<file path="src/hw/dcu_pkg.sv">
// package for the unit-select and controller status register bank
// assumes one 100 MHz core clock; bit numbers are MSB-first (bit 0 is vector [15])
package dcu_pkg;
    localparam int unsigned WORD_W        = 16;            // control word width
    localparam logic [2:0]  CW_UNIT_SEL   = 3'h6;          // unit select / address high
    localparam logic [2:0]  CW_STATUS     = 3'h7;          // controller status/control
    // msb-first bit numbers mapped to vector indices (bit n -> [15-n])
    localparam int unsigned B_IDLE        = 15;            // bit 0
    localparam int unsigned B_COMPLETE    = 14;            // bit 1
    localparam int unsigned B_ERROR       = 13;            // bit 2
    localparam int unsigned B_DONE_IE     = 12;            // bit 3, completion irq enable
    localparam int unsigned B_LOCK        = 11;            // bit 4
    localparam int unsigned B_REREAD      = 10;            // bit 5
    localparam int unsigned B_ECC         = 9;             // bit 6
    localparam int unsigned B_ABNORMAL    = 8;             // bit 7
    localparam int unsigned B_MEMFAULT    = 7;             // bit 8
    localparam int unsigned B_UNCORR      = 6;             // bit 9
    localparam int unsigned B_NORESP      = 5;             // bit 10
    localparam int unsigned B_HDRMISS     = 4;             // bit 11
    localparam int unsigned B_RATE        = 3;             // bit 12
    localparam int unsigned B_TIMEOUT     = 2;             // bit 13
    localparam int unsigned B_SYNCMISS    = 1;             // bit 14
    localparam int unsigned B_DRVFAULT    = 0;             // bit 15
    localparam logic [15:0] SEL_MASK      = 16'h0f00;      // bits 4..7
    localparam logic [15:0] ADDR_HI_MASK  = 16'h001f;      // bits 11..15
    localparam logic [15:0] SELFTEST_ERR  = 16'h00ff;      // bits 8..15
    localparam logic [15:0] STATUS_RST    = 16'h8000;      // idle, all else clear
    localparam logic [15:0] UNIT_RST      = 16'h0000;      // nothing selected
    localparam logic [15:0] UNFMT_MAX_CNT = 16'h01fe;      // 510 bytes
    localparam int unsigned TIMEOUT_CYC   = 100000;        // default command limit
    typedef enum logic [0:0] {
        DCU_IDLE = 1'b0,                                   // waiting for a command
        DCU_BUSY = 1'b1                                    // command running
    } dcu_state_e;
endpackage : dcu_pkg

</file>
<file path="src/hw/dcu_cmd_timer.sv">
// command time-out counter for the status bank
// assumes run is a level input on core_clk
module dcu_cmd_timer
    import dcu_pkg::*;
#(
    parameter int unsigned LIMIT = TIMEOUT_CYC   // cycles allowed per command
) (
    input  wire logic core_clk,
    input  wire logic rst_n,
    input  wire logic run,
    output logic      expired
);
    logic [31:0] cnt_ff;                         // elapsed cycles
    logic [31:0] nxt_cnt;

    // counts while run is high, restarts when run drops
    always_comb begin
        nxt_cnt = cnt_ff;
        if (!run) begin
            nxt_cnt = 32'h0;
        end else if (cnt_ff < LIMIT) begin
            nxt_cnt = cnt_ff + 32'h1;
        end
    end

    always_ff @(posedge core_clk or negedge rst_n) begin
        if (!rst_n) begin
            cnt_ff <= 32'h0;
        end else begin
            cnt_ff <= nxt_cnt;
        end
    end

    assign expired = run && (cnt_ff == LIMIT - 1);

    chk_timer_restart: assert property (@(posedge core_clk) disable iff (!rst_n)
        !run |=> cnt_ff == 32'h0) else $error("timer not restarted");
endmodule // dcu_cmd_timer

</file>
<file path="src/hw/dcu_status_bank.sv">
// unit-select/address-high and status/control words of a disk controller
// assumes a word-wide host port: addr picks word, rd/wr are one-cycle strobes,
// and a command engine reports progress and end-of-command events
// Function
// - one-hot select bits choose drive unit
// - upper five address bits, updated during transfer
// - low address word joins upper five bits
// - idle bit readable always; full access only idle
// - busy read returns four status bits only
// - command end sets complete or error bit
// - software may set or clear completion bits
// - completion interrupt when idle, done, enabled
// - enabling with done already set interrupts
// - attention interrupt independent of completion enable
// - attention interrupt when idle, ready, masked in
// - status read sets lock; reset, end clear
// - re-read during read sets reread flag
// - correction sets ecc flag, counted in log
// - self-test failure sets all error bits
// - reset or power warning ends, sets abnormal
// - memory fault and no-response set their flags
// - uncorrectable read sets its flag
// - header mismatch sets flag, ends command
// - rate bit only set by self-test
// - time-out or unformatted count over 510
// - missing sync sets flag, ends command
// - drive fault sets flag, ends command
module dcu_status_bank
    import dcu_pkg::*;
#(
    parameter int unsigned CMD_LIMIT = dcu_pkg::TIMEOUT_CYC  // command time limit
) (
    input  wire logic        core_clk,
    input  wire logic        rst_n,
    input  wire logic [2:0]  addr,           // control word number
    input  wire logic        rd,             // read strobe
    input  wire logic        wr,             // write strobe
    input  wire logic [15:0] wdata,          // write data
    output logic      [15:0] rdata,          // read data
    input  wire logic        slave_en,       // busy readback bit 1
    input  wire logic        ctrl_bad,       // busy readback bit 2
    input  wire logic        err_code,       // busy readback bit 3
    input  wire logic        power_warn,     // io reset or power-fail warning
    input  wire logic        addr_step,      // engine advances address high
    input  wire logic [4:0]  addr_hi_in,     // new address high bits
    input  wire logic        cmd_end,        // engine finished a command
    input  wire logic        ev_reread,      // sector re-read
    input  wire logic        ev_ecc,         // sector corrected
    input  wire logic        ev_selftest,    // self-test failed
    input  wire logic        ev_memfault,    // memory error
    input  wire logic        ev_uncorr,      // uncorrectable read
    input  wire logic        ev_noresp,      // memory not answering
    input  wire logic        ev_hdrmiss,     // header not found
    input  wire logic        ev_syncmiss,    // sync not found
    input  wire logic        ev_drvfault,    // drive error
    input  wire logic        unfmt_cmd,      // command being started is unformatted
    input  wire logic [15:0] byte_count,     // current byte count word
    input  wire logic [3:0]  attn_ready,     // per-unit attention ready
    input  wire logic [3:0]  attn_mask,      // per-unit attention mask bits
    output logic [3:0]       drive_select,   // one-hot unit select
    output logic [4:0]       addr_hi,        // start address high bits
    output logic             cmd_start,      // pulse: command launched
    output logic             cmd_abort,      // pulse: engine must terminate
    output logic             done_irq,       // completion interrupt
    output logic             attn_irq,       // attention interrupt
    output logic [15:0]      ecc_log         // count of corrected sectors
);
    dcu_state_e  state_ff, nxt_state;        // idle / busy
    logic [15:0] unit_ff, nxt_unit;          // unit select word
    logic [15:0] stat_ff, nxt_stat;          // status word
    logic [15:0] rdata_ff, nxt_rdata;        // read data register
    logic [15:0] ecc_ff, nxt_ecc;            // ecc log counter
    logic        start_ff, nxt_start;        // start pulse
    logic        abort_ff, nxt_abort;        // abort pulse
    logic        tmo;                        // time-out expiry
    logic        idle;                       // idle view
    logic        stat_wr, unit_wr;           // decoded writes
    logic        err_now;                    // error seen this cycle
    logic        end_now;                    // command ends this cycle

    assign idle    = (state_ff == DCU_IDLE);
    assign stat_wr = wr && (addr == CW_STATUS);
    assign unit_wr = wr && (addr == CW_UNIT_SEL) && idle;   // busy writes dropped

    // time limit for running commands
    // run is the busy view, so every new command rearms the count
    dcu_cmd_timer #(.LIMIT(CMD_LIMIT)) u_timer (
        .core_clk (core_clk),
        .rst_n    (rst_n),
        .run      (!idle),
        .expired  (tmo)
    );

    // unit select word: software writes when idle, engine updates address
    always_comb begin
        nxt_unit = unit_ff;
        if (unit_wr) begin
            // unused bits kept as written; software owns zeros there
            nxt_unit = wdata;
        end else if (addr_step) begin
            nxt_unit = (unit_ff & ~ADDR_HI_MASK) | {11'h0, addr_hi_in};
        end
    end

    // status word, state and pulses
    always_comb begin
        nxt_state = state_ff;
        nxt_stat  = stat_ff;
        nxt_start = 1'b0;
        nxt_abort = 1'b0;
        nxt_ecc   = ecc_ff;
        err_now   = 1'b0;
        end_now   = 1'b0;
        // software writes first so hardware events below win
        if (stat_wr) begin
            if (idle) begin
                nxt_stat = wdata;
                // only a status read or a command end moves the lock bit
                nxt_stat[B_LOCK] = stat_ff[B_LOCK];
                if (!wdata[B_IDLE]) begin
                    // clearing idle starts a command
                    nxt_state = DCU_BUSY;
                    nxt_start = 1'b1;
                    nxt_stat[B_IDLE] = 1'b0;
                    nxt_stat[B_LOCK] = stat_ff[B_LOCK];
                    nxt_stat[B_REREAD] = 1'b0;
                    nxt_stat[B_ECC] = 1'b0;
                    nxt_stat[B_ABNORMAL:B_DRVFAULT] = 9'h0;
                end
            end else begin
                // only the completion bits accept busy writes
                nxt_stat[B_COMPLETE] = wdata[B_COMPLETE];
                nxt_stat[B_ERROR]    = wdata[B_ERROR];
            end
        end
        if (rd && addr == CW_STATUS) begin
            nxt_stat[B_LOCK] = 1'b1;
        end
        if (nxt_start && unfmt_cmd && byte_count > UNFMT_MAX_CNT) begin
            nxt_stat[B_TIMEOUT] = 1'b1;
            err_now = 1'b1;
            end_now = 1'b1;
        end
        if (!idle) begin
            if (ev_reread) nxt_stat[B_REREAD] = 1'b1;
            if (ev_ecc) begin
                nxt_stat[B_ECC] = 1'b1;
                nxt_ecc = ecc_ff + 16'h1;
            end
            if (ev_uncorr) begin
                nxt_stat[B_UNCORR] = 1'b1;
                err_now = 1'b1;
            end
            if (ev_memfault) begin
                nxt_stat[B_MEMFAULT] = 1'b1;
                err_now = 1'b1;
                end_now = 1'b1;
            end
            if (ev_noresp) begin
                nxt_stat[B_NORESP] = 1'b1;
                err_now = 1'b1;
                end_now = 1'b1;
            end
            if (ev_hdrmiss) begin
                nxt_stat[B_HDRMISS] = 1'b1;
                err_now = 1'b1;
                end_now = 1'b1;
            end
            if (ev_syncmiss) begin
                nxt_stat[B_SYNCMISS] = 1'b1;
                err_now = 1'b1;
                end_now = 1'b1;
            end
            if (ev_drvfault) begin
                nxt_stat[B_DRVFAULT] = 1'b1;
                err_now = 1'b1;
                end_now = 1'b1;
            end
            if (tmo) begin
                nxt_stat[B_TIMEOUT] = 1'b1;
                err_now = 1'b1;
                end_now = 1'b1;
            end
            if (power_warn) begin
                nxt_stat[B_ABNORMAL] = 1'b1;
                err_now = 1'b1;
                end_now = 1'b1;
            end
            if (cmd_end) begin
                end_now = 1'b1;
            end
        end
        // self-test failure fills the whole error field; rate bit only here
        if (ev_selftest) begin
            nxt_stat = nxt_stat | SELFTEST_ERR;
            err_now = 1'b1;
        end
        if (end_now) begin
            // error bits latched earlier in the command still mean an error end
            // exactly one completion bit per command
            nxt_stat[B_COMPLETE] = !(err_now || (|stat_ff[B_MEMFAULT:B_DRVFAULT]));
            nxt_stat[B_ERROR]    = err_now || (|stat_ff[B_MEMFAULT:B_DRVFAULT]);
            nxt_stat[B_LOCK]     = 1'b0;
            nxt_stat[B_IDLE]     = 1'b1;
            nxt_state = DCU_IDLE;
            nxt_abort = !cmd_end;
        end
    end

    // read data: full word when idle, four bits when busy
    always_comb begin
        nxt_rdata = rdata_ff;
        if (rd) begin
            if (idle) begin
                unique case (addr)
                    CW_UNIT_SEL: nxt_rdata = unit_ff;
                    CW_STATUS:   nxt_rdata = stat_ff;
                    // words this bank does not own read as zero
                    default:     nxt_rdata = 16'h0;
                endcase
            end else begin
                nxt_rdata = {1'b0, slave_en, ctrl_bad, err_code, 12'h0};
            end
        end
    end

    // registers
    always_ff @(posedge core_clk or negedge rst_n) begin
        if (!rst_n) begin
            state_ff <= DCU_IDLE;
            unit_ff  <= UNIT_RST;
            stat_ff  <= STATUS_RST;
            rdata_ff <= 16'h0;
            ecc_ff   <= 16'h0;
            start_ff <= 1'b0;
            abort_ff <= 1'b0;
        end else begin
            state_ff <= nxt_state;
            unit_ff  <= nxt_unit;
            stat_ff  <= nxt_stat;
            rdata_ff <= nxt_rdata;
            ecc_ff   <= nxt_ecc;
            start_ff <= nxt_start;
            abort_ff <= nxt_abort;
        end
    end

    assign rdata        = rdata_ff;
    // msb-first bit 4 is unit 0, so the select field is read back to front
    for (genvar u = 0; u < 4; u++) begin : g_sel
        assign drive_select[u] = unit_ff[B_IDLE - 4 - u];
    end
    assign addr_hi      = unit_ff[4:0];                            // joins low word
    assign cmd_start    = start_ff;
    assign cmd_abort    = abort_ff;
    assign ecc_log      = ecc_ff;
    // completion interrupt
    assign done_irq = stat_ff[B_IDLE] && (stat_ff[B_COMPLETE] || stat_ff[B_ERROR])
                      && stat_ff[B_DONE_IE];
    // attention interrupt, no completion enable term
    assign attn_irq = idle && |(attn_ready & attn_mask);

    // checks next to the logic they guard
    chk_done_irq_cause: assert property (@(posedge core_clk) disable iff (!rst_n)
        done_irq |-> stat_ff[B_DONE_IE] && idle) else $error("irq without cause");
    chk_enable_immediate: assert property (@(posedge core_clk) disable iff (!rst_n)
        (idle && stat_wr && wdata[B_IDLE] && wdata[B_DONE_IE] && wdata[B_COMPLETE])
        |=> done_irq) else $error("enable did not interrupt");
    chk_attn_no_enable: assert property (@(posedge core_clk) disable iff (!rst_n)
        (idle && (attn_ready[0] && attn_mask[0])) |-> attn_irq)
        else $error("attention blocked");
    chk_lock_on_read: assert property (@(posedge core_clk) disable iff (!rst_n)
        (rd && addr == CW_STATUS && !end_now) |=> stat_ff[B_LOCK])
        else $error("lock not set");
    chk_busy_readback: assert property (@(posedge core_clk) disable iff (!rst_n)
        (rd && !idle) |=> rdata[15] == 1'b0 && rdata[11:0] == 12'h0)
        else $error("busy readback wrong");
    chk_one_done_bit: assert property (@(posedge core_clk) disable iff (!rst_n)
        (!idle && end_now && !stat_wr) |=> stat_ff[B_COMPLETE] != stat_ff[B_ERROR])
        else $error("completion bits wrong");
    chk_selftest_all: assert property (@(posedge core_clk) disable iff (!rst_n)
        ev_selftest |=> (stat_ff & SELFTEST_ERR) == SELFTEST_ERR)
        else $error("self-test bits missing");
    chk_busy_unit_hold: assert property (@(posedge core_clk) disable iff (!rst_n)
        (!idle && !addr_step) |=> $stable(unit_ff))
        else $error("unit word changed while busy");
    chk_abnormal_end: assert property (@(posedge core_clk) disable iff (!rst_n)
        (!idle && power_warn && !cmd_end) |=> idle && stat_ff[B_ABNORMAL] && cmd_abort)
        else $error("power warning not handled");
    chk_hdr_ends: assert property (@(posedge core_clk) disable iff (!rst_n)
        (!idle && ev_hdrmiss && !cmd_end) |=> idle && cmd_abort)
        else $error("header miss did not end");
    chk_unfmt_reject: assert property (@(posedge core_clk) disable iff (!rst_n)
        (idle && stat_wr && !wdata[B_IDLE] && unfmt_cmd && byte_count > UNFMT_MAX_CNT)
        |=> idle && stat_ff[B_TIMEOUT] && stat_ff[B_ERROR] && cmd_abort)
        else $error("oversized unformatted count not refused");

    // main scenarios worth seeing in a run
    cov_cmd_ok:    cover property (@(posedge core_clk) cmd_start ##[1:50] cmd_end);
    cov_unfmt_rej: cover property (@(posedge core_clk) cmd_start && cmd_abort);
    cov_done_irq:  cover property (@(posedge core_clk) $rose(done_irq));
    cov_attn_irq:  cover property (@(posedge core_clk) $rose(attn_irq));
    cov_busy_read: cover property (@(posedge core_clk) rd && !idle);
endmodule // dcu_status_bank

</file>
<file path="config.mk">
export PLATFORM = sky130hd
export DESIGN_NAME = dcu_status_bank
export DESIGN_NICKNAME = d
export VERILOG_FILES = /design/src/hw/dcu_pkg.sv /design/src/hw/dcu_cmd_timer.sv /design/src/hw/dcu_status_bank.sv
export SDC_FILE = /design/constraint.sdc
export NUM_CORES = 1
export LEC_CHECK = 0
export BUFFER_PORTS_ARGS = -buffer_cell sky130_fd_sc_hd__buf_4
export CORE_MARGIN = 8
export CORE_UTILIZATION = 58
export CTS_BUF_LIST = sky130_fd_sc_hd__clkbuf_16
export CTS_CLUSTER_DIAMETER = 120
export DETAILED_ROUTE_END_ITERATION = 12
export PLACE_DENSITY = 0.86
export SETUP_SLACK_MARGIN = 0.1
export SYNTH_ARGS = -nofsm -noshare
export SYNTH_HDL_FRONTEND = slang
export SYNTH_HIERARCHICAL = 1
export SYNTH_SLANG_ARGS = --single-unit
export TNS_END_PERCENT = 20
</file>
<file path="constraint.sdc">
create_clock -name core_clk -period 2.9 [get_ports core_clk]
set_input_delay 0.58 -clock core_clk [delete_from_list [all_inputs] [get_ports core_clk]]
set_output_delay 0.58 -clock core_clk [all_outputs]
set_load 0.03 [all_outputs]
</file>
=== Yosys cells after proc, flatten, opt, wreduce, memory -nomap -nowiden ===
Index checks and enable logic that the tools add are counted.

* Flip-flop bits (word level): 99
* Input bits: 68
* Output and inout bits: 45
* Logic and storage cells: 97

* Add/subtract/negate cells: 2
* Order comparisons: 2
* Eq/ne operators: 5
* Muxes and demuxes: 55
* Bitwise operators: 3
* Reduce and logical (&&, ||, !) cells: 21

{| class="wikitable"
|+ Operator list
! cell !! number
|-
| two-way mux 16 bit || 4
|-
| two-way mux 32 bit || 2
|-
| two-way mux 1 bit || 42
|-
| adder 32 x 1 -> 32 bit, second input constant || 1
|-
| equality test 32 x 17 -> 1 bit, second input constant || 1
|-
| less-than comparator 32 x 17 -> 1 bit, second input constant || 1
|-
| one-hot mux 16 bit (2 select lines) || 1
|-
| adder 16 x 1 -> 16 bit, second input constant || 1
|-
| greater-than comparator 16 x 9 -> 1 bit, second input constant || 1
|-
| bitwise OR 16 x 5 -> 16 bit || 1
|-
| two-way mux 13 bit || 1
|-
| two-way mux 11 bit || 1
|-
| logical AND 1 bit || 10
|-
| two-way mux 8 bit || 1
|-
| OR reduction 8 bit || 1
|-
| two-way mux 7 bit || 1
|-
| equality test 3 bit, second input constant || 2
|-
| two-way mux 3 bit || 2
|-
| nonzero test 2 bit || 3
|-
| AND 4 bit || 1
|-
| AND reduction 2 bit || 2
|-
| OR reduction 4 bit || 1
|-
| zero test 1 bit || 2
|-
| logical OR 1 bit || 2
|-
| other kinds (3) || 3
|}

=== Longest topological paths before layout ===
Gate-level depths: netlist (run 1).

* Word-level depth: 19
* Depth in mapped cells: 10
* Gate-level depth less buffers: 9

=== Modules after synthesis ===
The synthesis (run 1) kept the hierarchy.

{| class="wikitable"
|+ By module, submodules not included
! module !! times used !! cells an instance !! area each (µm²) !! seq. area each (µm²)
|-
| dcu_status_bank || 1 || 302 || 3179.3 || 1677.9
|-
| dcu_cmd_timer || 1 || 148 || 1517.7 || 800.8
|}

=== Worst setup path before layout (run 1) ===
No wires, ideal clock.

* Path kind: reg2out
* Start point: reg state_ff
* End point: out attn_irq
* Arrival time: 1.266 ns
* Required time: 2.320 ns
* Path slack: 1.054 ns
* Cell stages (with the launch flop): 4
* Path buffers: 2
* Cell sequence: dfrtp_1 -> buf_4 -> clkbuf_1 -> a21oi_1

* Word-level cells in the longest chain between the ends: 2

{| class="wikitable"
|+ Ends and longest elaborated chain
! item !! RTL line !! source
|-
| start, declared || dcu_status_bank.sv:68 || <nowiki>dcu_state_e state_ff, nxt_state;</nowiki>
|-
| start signal, assigned || dcu_status_bank.sv:238 || <nowiki>state_ff <= nxt_state;</nowiki>
|-
| inverter 1 bit || dcu_status_bank.sv:81 || <nowiki>assign idle = (state_ff == DCU_IDLE);</nowiki>
|-
| logical AND 1 bit || dcu_status_bank.sv:261 || <nowiki>assign attn_irq = idle && |(attn_ready & attn_mask);</nowiki>
|-
| end, declared || dcu_status_bank.sv:65 || <nowiki>output logic attn_irq,</nowiki>
|}

Every way passes these cells.

=== Worst setup path in the final report (run 1) ===
* Start point: reg u_timer.cnt_ff[20]
* End point: reg stat_ff[14]

* Word-level cells in the longest chain between the ends: 9
* Elaborated cells between the ends (all ways): 13
* Those cells by class: eq/ne: 1; mux: 9; reduce/logical: 3

{| class="wikitable"
|+ Ends and longest elaborated chain
! item !! RTL line !! source
|-
| start, declared || dcu_cmd_timer.sv:13 || <nowiki>logic [31:0] cnt_ff;</nowiki>
|-
| start signal, assigned || dcu_cmd_timer.sv:30 || <nowiki>cnt_ff <= nxt_cnt;</nowiki>
|-
| equality test 32 x 17 -> 1 bit * || dcu_cmd_timer.sv:34 || <nowiki>assign expired = run && (cnt_ff == LIMIT - 1);</nowiki>
|-
| logical AND 1 bit * || dcu_cmd_timer.sv:34 ||
|-
| via tmo || dcu_status_bank.sv:75 || <nowiki>logic tmo;</nowiki>
|-
| two-way mux 1 bit || dcu_status_bank.sv:179 || <nowiki>if (tmo) begin</nowiki>
|-
| two-way mux 1 bit || dcu_status_bank.sv:184 || <nowiki>if (power_warn) begin</nowiki>
|-
| two-way mux 1 bit || dcu_status_bank.sv:144 || <nowiki>if (!idle) begin</nowiki>
|-
| two-way mux 1 bit || dcu_status_bank.sv:194 || <nowiki>if (ev_selftest) begin</nowiki>
|-
| logical OR 1 bit || dcu_status_bank.sv:201 || <nowiki>nxt_stat[B_COMPLETE] = !(err_now || (|stat_ff[B_MEMFAULT:B_DRVFAULT]));</nowiki>
|-
| zero test 1 bit || dcu_status_bank.sv:201 ||
|-
| two-way mux 3 bit * || dcu_status_bank.sv:198 || <nowiki>if (end_now) begin</nowiki>
|-
| end signal, assigned || dcu_status_bank.sv:240 || <nowiki>stat_ff <= nxt_stat;</nowiki>
|-
| end, declared || dcu_status_bank.sv:70 || <nowiki>logic [15:0] stat_ff, nxt_stat;</nowiki>
|}

Mark *: on every way through the listed nets, which the timed path passes. The rest lies on a longest branch.
A chain may end at the register's enable or synchronous reset.

==> impl_metrics.csv, run 1 <==
group,metric,value,unit
route,drt-pass1-iter-count,5,
synthesis,yosysSeqAreaShare,52.8,%
min_path,hold_class,"in -> async",
worst_setup_path,crit_arrival,2.41,ns
clock_tree,cts_buffers,9,
timing,setup_ws,0.721,ns
floorplanning,fp-row-count,33,
clock_tree,htree_num_levels,3,
route,drtIter0Drc,261,
synthesis,synth-seq-cells,99,
job,max-cap-violations,0,
synthesis,syn-num-nets,520,
finish,area_growth,25.4,%
timing,max_clock_freq,459,MHz
route,ant_nets,0,
clock_tree,cts.hold.buffers_added,0,
synthesis,synth.area.top_cells,"dfrtp_1, xnor2_1, mux2_2",
timing,setup_viol,0,
worst_setup_path,crit_buf_inv,0,
grt,grt-ovfl-total,0,
finish,antennaDiodeCount,0,
power,p_leak,2.65,nW
power,ir_drop,0.398,mV
timing,finalHoldViolCount,0,
grt,grt_pass1_wl,20000,um
synthesis,syn_area_per_cell,10.4,um2
timing,drv_slew,0,
finish,nets,620,
floorplanning,die_area,11200,um2
status,outcome,"finished clean",
worst_setup_path,crit_fanout,4,
power,comb_power_share,27.2,%
power,p_sw_share,33.4,%
power,power_density,723,nW/um2
timing,fin_hold_ws,0.245,ns
synthesis,synth_top_area_cell,"dfrtp_1",
floorplanning,ioPinCount,113,
synthesis,post-synth-top-area-fraction,52.2,%
power,power_switching,0.00142,W
place,dpl.hpwl,8790,um
synthesis,synthFlopType,"dfrtp_1",
clock_tree,clk_pin_slew,0.07,ns
worst_setup_path,rr_worst_depth,8,
worst_setup_path,start_kind,"flip-flop",
worst_setup_path,crit_cells,8,
clock_tree,cts_setup_buffers,0,
worst_setup_path,cpMostUsedCell,"nor4_1",
route,wl,12400,um
floorplanning,core_area,8050,um2
worst_setup_path,crit_chain,"nor4_1 -> nand4_1 -> nor3_1 -> nor4_1 -> nand2_1 -> o31a_1 -> nor2_2 -> a21o_1",
power,intPower,0.00284,W
route,vias,3931,
timing,post-route-period-util,75.1,%
worst_setup_path,critical_path.top_delay_family,"simple AND/OR/NAND/NOR gates",
place,gp_congestion,0.848,
place,io_buffer_count,112,
grt,grt_pass1_vias,3978,
clock_tree,ctsResizeCount,0,
power,clockPowerShare,29.9,%
synthesis,async_reset_ff_share,100,%
worst_setup_path,required,3.13,ns
clock_tree,cts_tree,"built",
clock_tree,clock_latency,0.34,ns
clock_tree,cts_sinks,99,
timing,max_slew_margin,18.1,%
route,wire_per_inst,18.8,um
finish,drive_above_1_share,29.2,%
power,p_seq_share,42.9,%
synthesis,synthTopCellsByCount,"dfrtp_1, nand2_1, nor2_1, o21ai_0, nand3_1",
synthesis,synth_most_common_cell,"dfrtp_1",
synthesis,synthCells,450,
worst_setup_path,timing.rr.start,"u_timer/cnt_ff[20]$_DFFE_PN0P_",
timing,tns,0,ns
grt,track_usage,22.0,%
floorplanning,die_w,106,um
grt,antenna_found_initial,0,
worst_setup_path,slowest_stage,"dfrtp_1",
route,via_per_inst,5.96,
clock_tree,clock_tree.root_cell,"clkbuf_16",
timing,rsz0062_at_grt,"no",
floorplanning,die_h,106,um
worst_setup_path,end_kind,"flip-flop",
synthesis,synth_edf_count,0,
route,drcViolationCount,0,
synthesis,syn_area,4700,um2
floorplanning,initial_core_util,58.3,%
synthesis,yosysWarnings,6,
timing,clock_skew,0.00903,ns
worst_setup_path,worst-setup-path-type,"reg -> reg",
place,detailedPlace.worstSlack,0.718,ns
worst_setup_path,max_stage_delay,0.39,ns
timing,period_needed,2.18,ns
clock_tree,cts.path.max_buffers,2,
worst_setup_path,crit_path_start,"u_timer/cnt_ff[20]$_DFFE_PN0P_",
grt,grt_max_degree,54,
synthesis,synth_cell_types,58,
timing,worstMarginPinSlew,1.22,ns
-- through the flow --
step	std cells	instance area [um2]	util, %	total power, W
after global routing	660	5890	73.1	0.00444
after global placement	644	5570	69.2	0.00294
after CTS	660	5890	73.1	0.00427
after detailed placement	644	5570	69.2	0.00299
after floorplan	450	4700	-	0.00257
final	660	5890	73.1	0.00426
-- path summary, 6_finish.rpt --
kind | slack [ns] | endpoint
worst max register to register | 0.72 | stat_ff[14]$_DFFE_PN0P_
min in group core_clk | 0.42 | cmd_abort$_DFF_PN0_
worst min register to register | 0.48 | ecc_log[15]$_DFFE_PN0P_
worst min-delay path | 0.24 | rdata[10]$_DFFE_PN0P_
max in group asynchronous | 1.84 | stat_ff[3]$_DFFE_PN0P_
worst max-delay path | 0.72 | stat_ff[14]$_DFFE_PN0P_
-- cell families after synthesis --
| logic type | synth area share (%) |
|---|---|
| adder cells (fa/ha/maj) | 0.533 |
| buffers and inverters | 4.69 |
| multiplexers | 5.25 |
| flip-flops | 52.8 |
| XOR/XNOR | 3.36 |
| AO/OA/AOI/OAI | 12.3 |
| AND/OR/NAND/NOR | 21.2 |
-- area by class of cell --
type,count,area (um2)
multi-input combinational,304,2010
inverter,18,67.6
timing repair buffer,118,886
sequential,99,2480
clock inverter,7,92.6
tap,105,131
fill,564,2160
clock buffer,9,225
-- power groups by stage --
stage | registers (W) | logic [W] | clock network [W]
2_1_floorplan | 0.00192 | 0.000654 | 0
3_3_place_gp | 0.00183 | 0.00111 | 0
3_5_place_dp | 0.00184 | 0.00115 | 0
4_1_cts | 0.00182 | 0.00116 | 0.00128
5_1_grt | 0.00185 | 0.00125 | 0.00134
6_report | 0.00183 | 0.00116 | 0.00127
-- layer usage --
metal | vias to the layer above | share of wire (%) | GRT usage (%)
met5 | - | 0 | 0
met4 | 0 | 1.5 | 7.74
met3 | 17 | 7.0 | 4.36
met2 | 159 | 50 | 35.9
met1 | 1944 | 42 | 28.6
li1 | 1811 | - | -
-- registers in the layout (all words and copies together) (netlist names) --
name,flops
ecc_log,16
unit_ff,16
stat_ff,16
rdata,16
u_timer/cnt_ff,32
state_ff,1
cmd_start,1
cmd_abort,1
-- layout by cell type (no fill, tap or decap), types with 3 or more instances in the layout --
cell       instances
buf_4            118
dfrtp_1           98
nand2_1           35
nor2_1            22
o21ai_0           20
inv_1             20
nand3_1           19
xnor2_1           17
and2_1            16
a21oi_1           15
a22oi_1           15
mux2_2            13
o22ai_1           13
and3_1            12
nand4_1           11
mux2i_1           10
nor3_1             9
clkbuf_16          9
a211oi_1           7
nor4_1             7
nand2b_1           6
or3_1              6
nor3b_1            4
o21ai_1            4
nand3b_1           4
a221oi_1           3
-- worst reg2reg max path: cells and delay by family, from the launching register on --
| kind | cells | cell delay, ns |
|---|---|---|
| flip-flops | 1 | 0.39 |
| AND/OR/NAND/NOR | 6 | 1.33 |
| AO/OA/AOI/OAI | 2 | 0.35 |
(Power assumes the default switching activity.)
==> run 2, diff against run 1 <==
Settings changed: ABC_AREA set to 1, CORE_UTILIZATION 58 to 55, PLACE_DENSITY 0.86 to 0.8.
Clock period 2.9 ns to 2.07 ns, I/O delays scaled along.
==> run 2 against run 1 <==
Setup slack lost 0.47 ns. Utilization shrank 4.6 points. Clock skew grew 0.0011 ns. Maximum frequency grew 20%. Largest cell class unchanged. Cell count grew 38%. Area after synthesis grew 16%. Flip-flop and latch count is the same. Highest routed layer unchanged. Wire length grew 9.8%. Count of clock-buffer cells in the layout is the same. Die area grew 19%.
==> impl_metrics.csv, run 2 <==
group,metric,value,unit
worst_setup_path,endpoint,"stat_ff[14]$_DFFE_PN0P_",
synthesis,synth_most_common_cell,"nand2_1",
grt,use_met1,26.5,%
route,drtIter0Drc,331,
min_path,hold_class,"in -> reg",
route,wire_per_inst,15.0,um
route,wl,13600,um
place,gp_congestion,0.933,
route,ant_nets,0,
grt,grt_util_met2,33.0,%
synthesis,muxShareOfSynthArea,0,%
synthesis,synth-seq-cells,99,
timing,fin_hold_ws,0.239,ns
synthesis,synthTopCellsByCount,"nand2_1, inv_1, dfrtp_1, nand3_1, nor2_1",
place,dp_cells,890,
timing,setup_viol,0,
clock_tree,cts_tree,"built",
floorplanning,core_area,9680,um2
clock_tree,clk_pin_slew,0.07,ns
synthesis,syn_area_per_cell,8.17,um2
clock_tree,cts_sinks,99,
synthesis,post-synth-top-area-fraction,45.1,%
timing,max_clock_freq,551,MHz
worst_setup_path,reg2reg_slack,0.25,ns
floorplanning,ioPinCount,113,
floorplanning,die_area,13300,um2
worst_setup_path,start_kind,"flip-flop",
floorplanning,initial_core_util,56.1,%
finish,largest_reg_flops,32,
floorplanning,die_w,115,um
worst_setup_path,required,2.30,ns
worst_setup_path,timing.rr.start,"u_timer/cnt_ff[0]$_DFFE_PN0P_",
synthesis,synth_top_family_by_area,"simple AND/OR/NAND/NOR gates",
timing,tns,0,ns
finish,drive_above_1_share,25.7,%
synthesis,yosysSeqAreaShare,45.6,%
finish,antennaDiodeCount,0,
finish,stdcell_count,908,
synthesis,yosysWarnings,6,
clock_tree,htree_num_levels,3,
place,postPlaceCellArea,6320,um2
power,power_density,893,nW/um2
grt,grt_pass1_vias,4836,
timing,post-route-period-util,87.7,%
place,dpl.hpwl,10200,um
finish,top_register,"u_timer/cnt_ff",
synthesis,synth-compound-area-share,8.82,%
worst_setup_path,crit_path_start,"u_timer/cnt_ff[0]$_DFFE_PN0P_",
finish,final_cell_mix,"nand2_1, buf_4, inv_1",
grt,grt-busiest-layer,"met2",
grt,met3_usage,7.92,%
timing,rsz0062_at_grt,"no",
finish,fill_cells,778,
worst_setup_path,r2r-end,"stat_ff[14]$_DFFE_PN0P_",
grt,grt_max_degree,49,
status,outcome,"finished clean",
worst_setup_path,worst-setup-path-type,"reg -> reg",
synthesis,synthAdderAreaFrac,0.460,%
timing,drv_slew,0,
synthesis,synth-simple-area-share,30.9,%
route,drcViolationCount,0,
finish,nets,840,
worst_setup_path,crit_fanout,8,
timing,max_slew_margin,73.8,%
grt,grt_pass1_wl,22500,um
timing,period_needed,1.82,ns
synthesis,synthCells,665,
clock_tree,clock_latency,0.35,ns
synthesis,synth_cell_types,43,
floorplanning,die_h,115,um
power,ir_drop,0.853,mV
synthesis,async_reset_ff_share,100,%
synthesis,syn-num-nets,735,
synthesis,synth_top_area_cell,"dfrtp_1",
grt,antenna_found_initial,0,
finish,fin_util,68.6,%
floorplanning,fp-row-count,36,
worst_setup_path,rr_worst_depth,12,
clock_tree,cts.path.max_buffers,2,
grt,grt-ovfl-total,0,
place,io_buffer_count,112,
route,vias,4811,
job,max-cap-violations,0,
power,p_leak,3.61,nW
finish,final_cell_area,6640,um2
route,via_per_inst,5.30,
synthesis,synth_edf_count,0,
timing,worstMarginPinSlew,0.394,ns
route,drt-pass1-iter-count,5,
synthesis,syn_area,5440,um2
grt,track_usage,21.2,%
clock_tree,cts_buffers,9,
finish,area_growth,22.2,%
worst_setup_path,end_kind,"flip-flop",
finish,layout_commonest_cell,"nand2_1",
timing,clock_skew,0.0101,ns
clock_tree,clock_tree.root_cell,"clkbuf_16",
worst_setup_path,crit_arrival,2.05,ns
synthesis,synth.area.top_cells,"dfrtp_1, nand2_1, inv_1",
timing,finalHoldViolCount,0,
synthesis,synthFlopType,"dfrtp_1",
synthesis,synth_xor_xnor_area_share,2.58,%
run 2: changes by cell type in the layout (fill, tap and decap cells not counted), sizes merged, moves of 10 or more:
cell,change
mux2i,-10
mux2,-13
and2,-16
xnor2,-15
inv,+92
and3,-12
nor2,+37
nand2,+131
xor2,+13
nand3,+54
run 2: how the worst min path moves through the flow:
stage	cells past startpoint	end	startpoint
6_report	2	cmd_abort$_DFF_PN0_	cmd_end
5_1_grt	2	cmd_abort$_DFF_PN0_	cmd_end
4_1_cts	2	cmd_abort$_DFF_PN0_	cmd_end
3_5_place_dp	1	cmd_start$_DFF_PN0_	rst_n
3_3_place_gp	1	cmd_start$_DFF_PN0_	rst_n
2_1_floorplan	0	cmd_abort$_DFF_PN0_	rst_n
run 2: cells by family (layout without fill, tap and decap cells):
family,Yosys count,in the layout
flops,99,99
xor+xnor,16,16
fa+ha+maj,2,2
compound gates,74,74
buf+inv,142,252
simple gates,332,332
run 2: routing by layer:
metal	vias up	wire length (um)
li1	2330	-
met1	2280	5770
met2	179	6440
met3	22	1140
met4	0	244
met5	-	0
run 2: critical path, stage by stage, from the launching register on:
cell and delay (ns):
dfrtp_1 0.39, ha_2 0.23, nand2_2 0.10, nor2_8 0.16, nand2_1 0.10, nor3b_2 0.21, inv_1 0.06, nand2_1 0.06
nor2_1 0.05, nand3_1 0.08, nand2_2 0.10, nand4_1 0.11, nand3_1 0.07
run 2: power breakdown:
group / total, W / switching (W) / leakage, nW / internal, W
Combinational: 0.00178 / 0.00117 / 2.20 / 0.000618
Sequential: 0.00247 / 0.000231 / 1.27 / 0.00224
Clock: 0.00168 / 0.000745 / 0.141 / 0.000933
Total: 0.00593 / 0.00214 / 3.61 / 0.00379
run 2: what timing repair did:
item / in CTS / in global routing
resized for setup: 0 / 3
endpoints found under the hold margin: 28 / 0
endpoints found under the setup margin: 0 / 6
hold buffers: 1 / 0
setup buffers: 0 / 1
run 2: stage by stage:
stage	worst slack (ns)	power (W)
detailed placement	0.111	0.00427
global placement	0.219	0.00423
global route	0.0907	0.00623
floorplan	0.356	0.00369
CTS	0.103	0.00595
finish	0.255	0.00593
run 2: layout make-up:
cell class	count	area [um2]	share of cell area (%)
clock buffer	9	225	3.39
clock inverter	7	67.6	1.02
inverter	112	420	6.33
multi-input combinational	424	2330	35.2
sequential	99	2480	37.3
tap	133	166	2.51
timing repair buffer	124	946	14.2
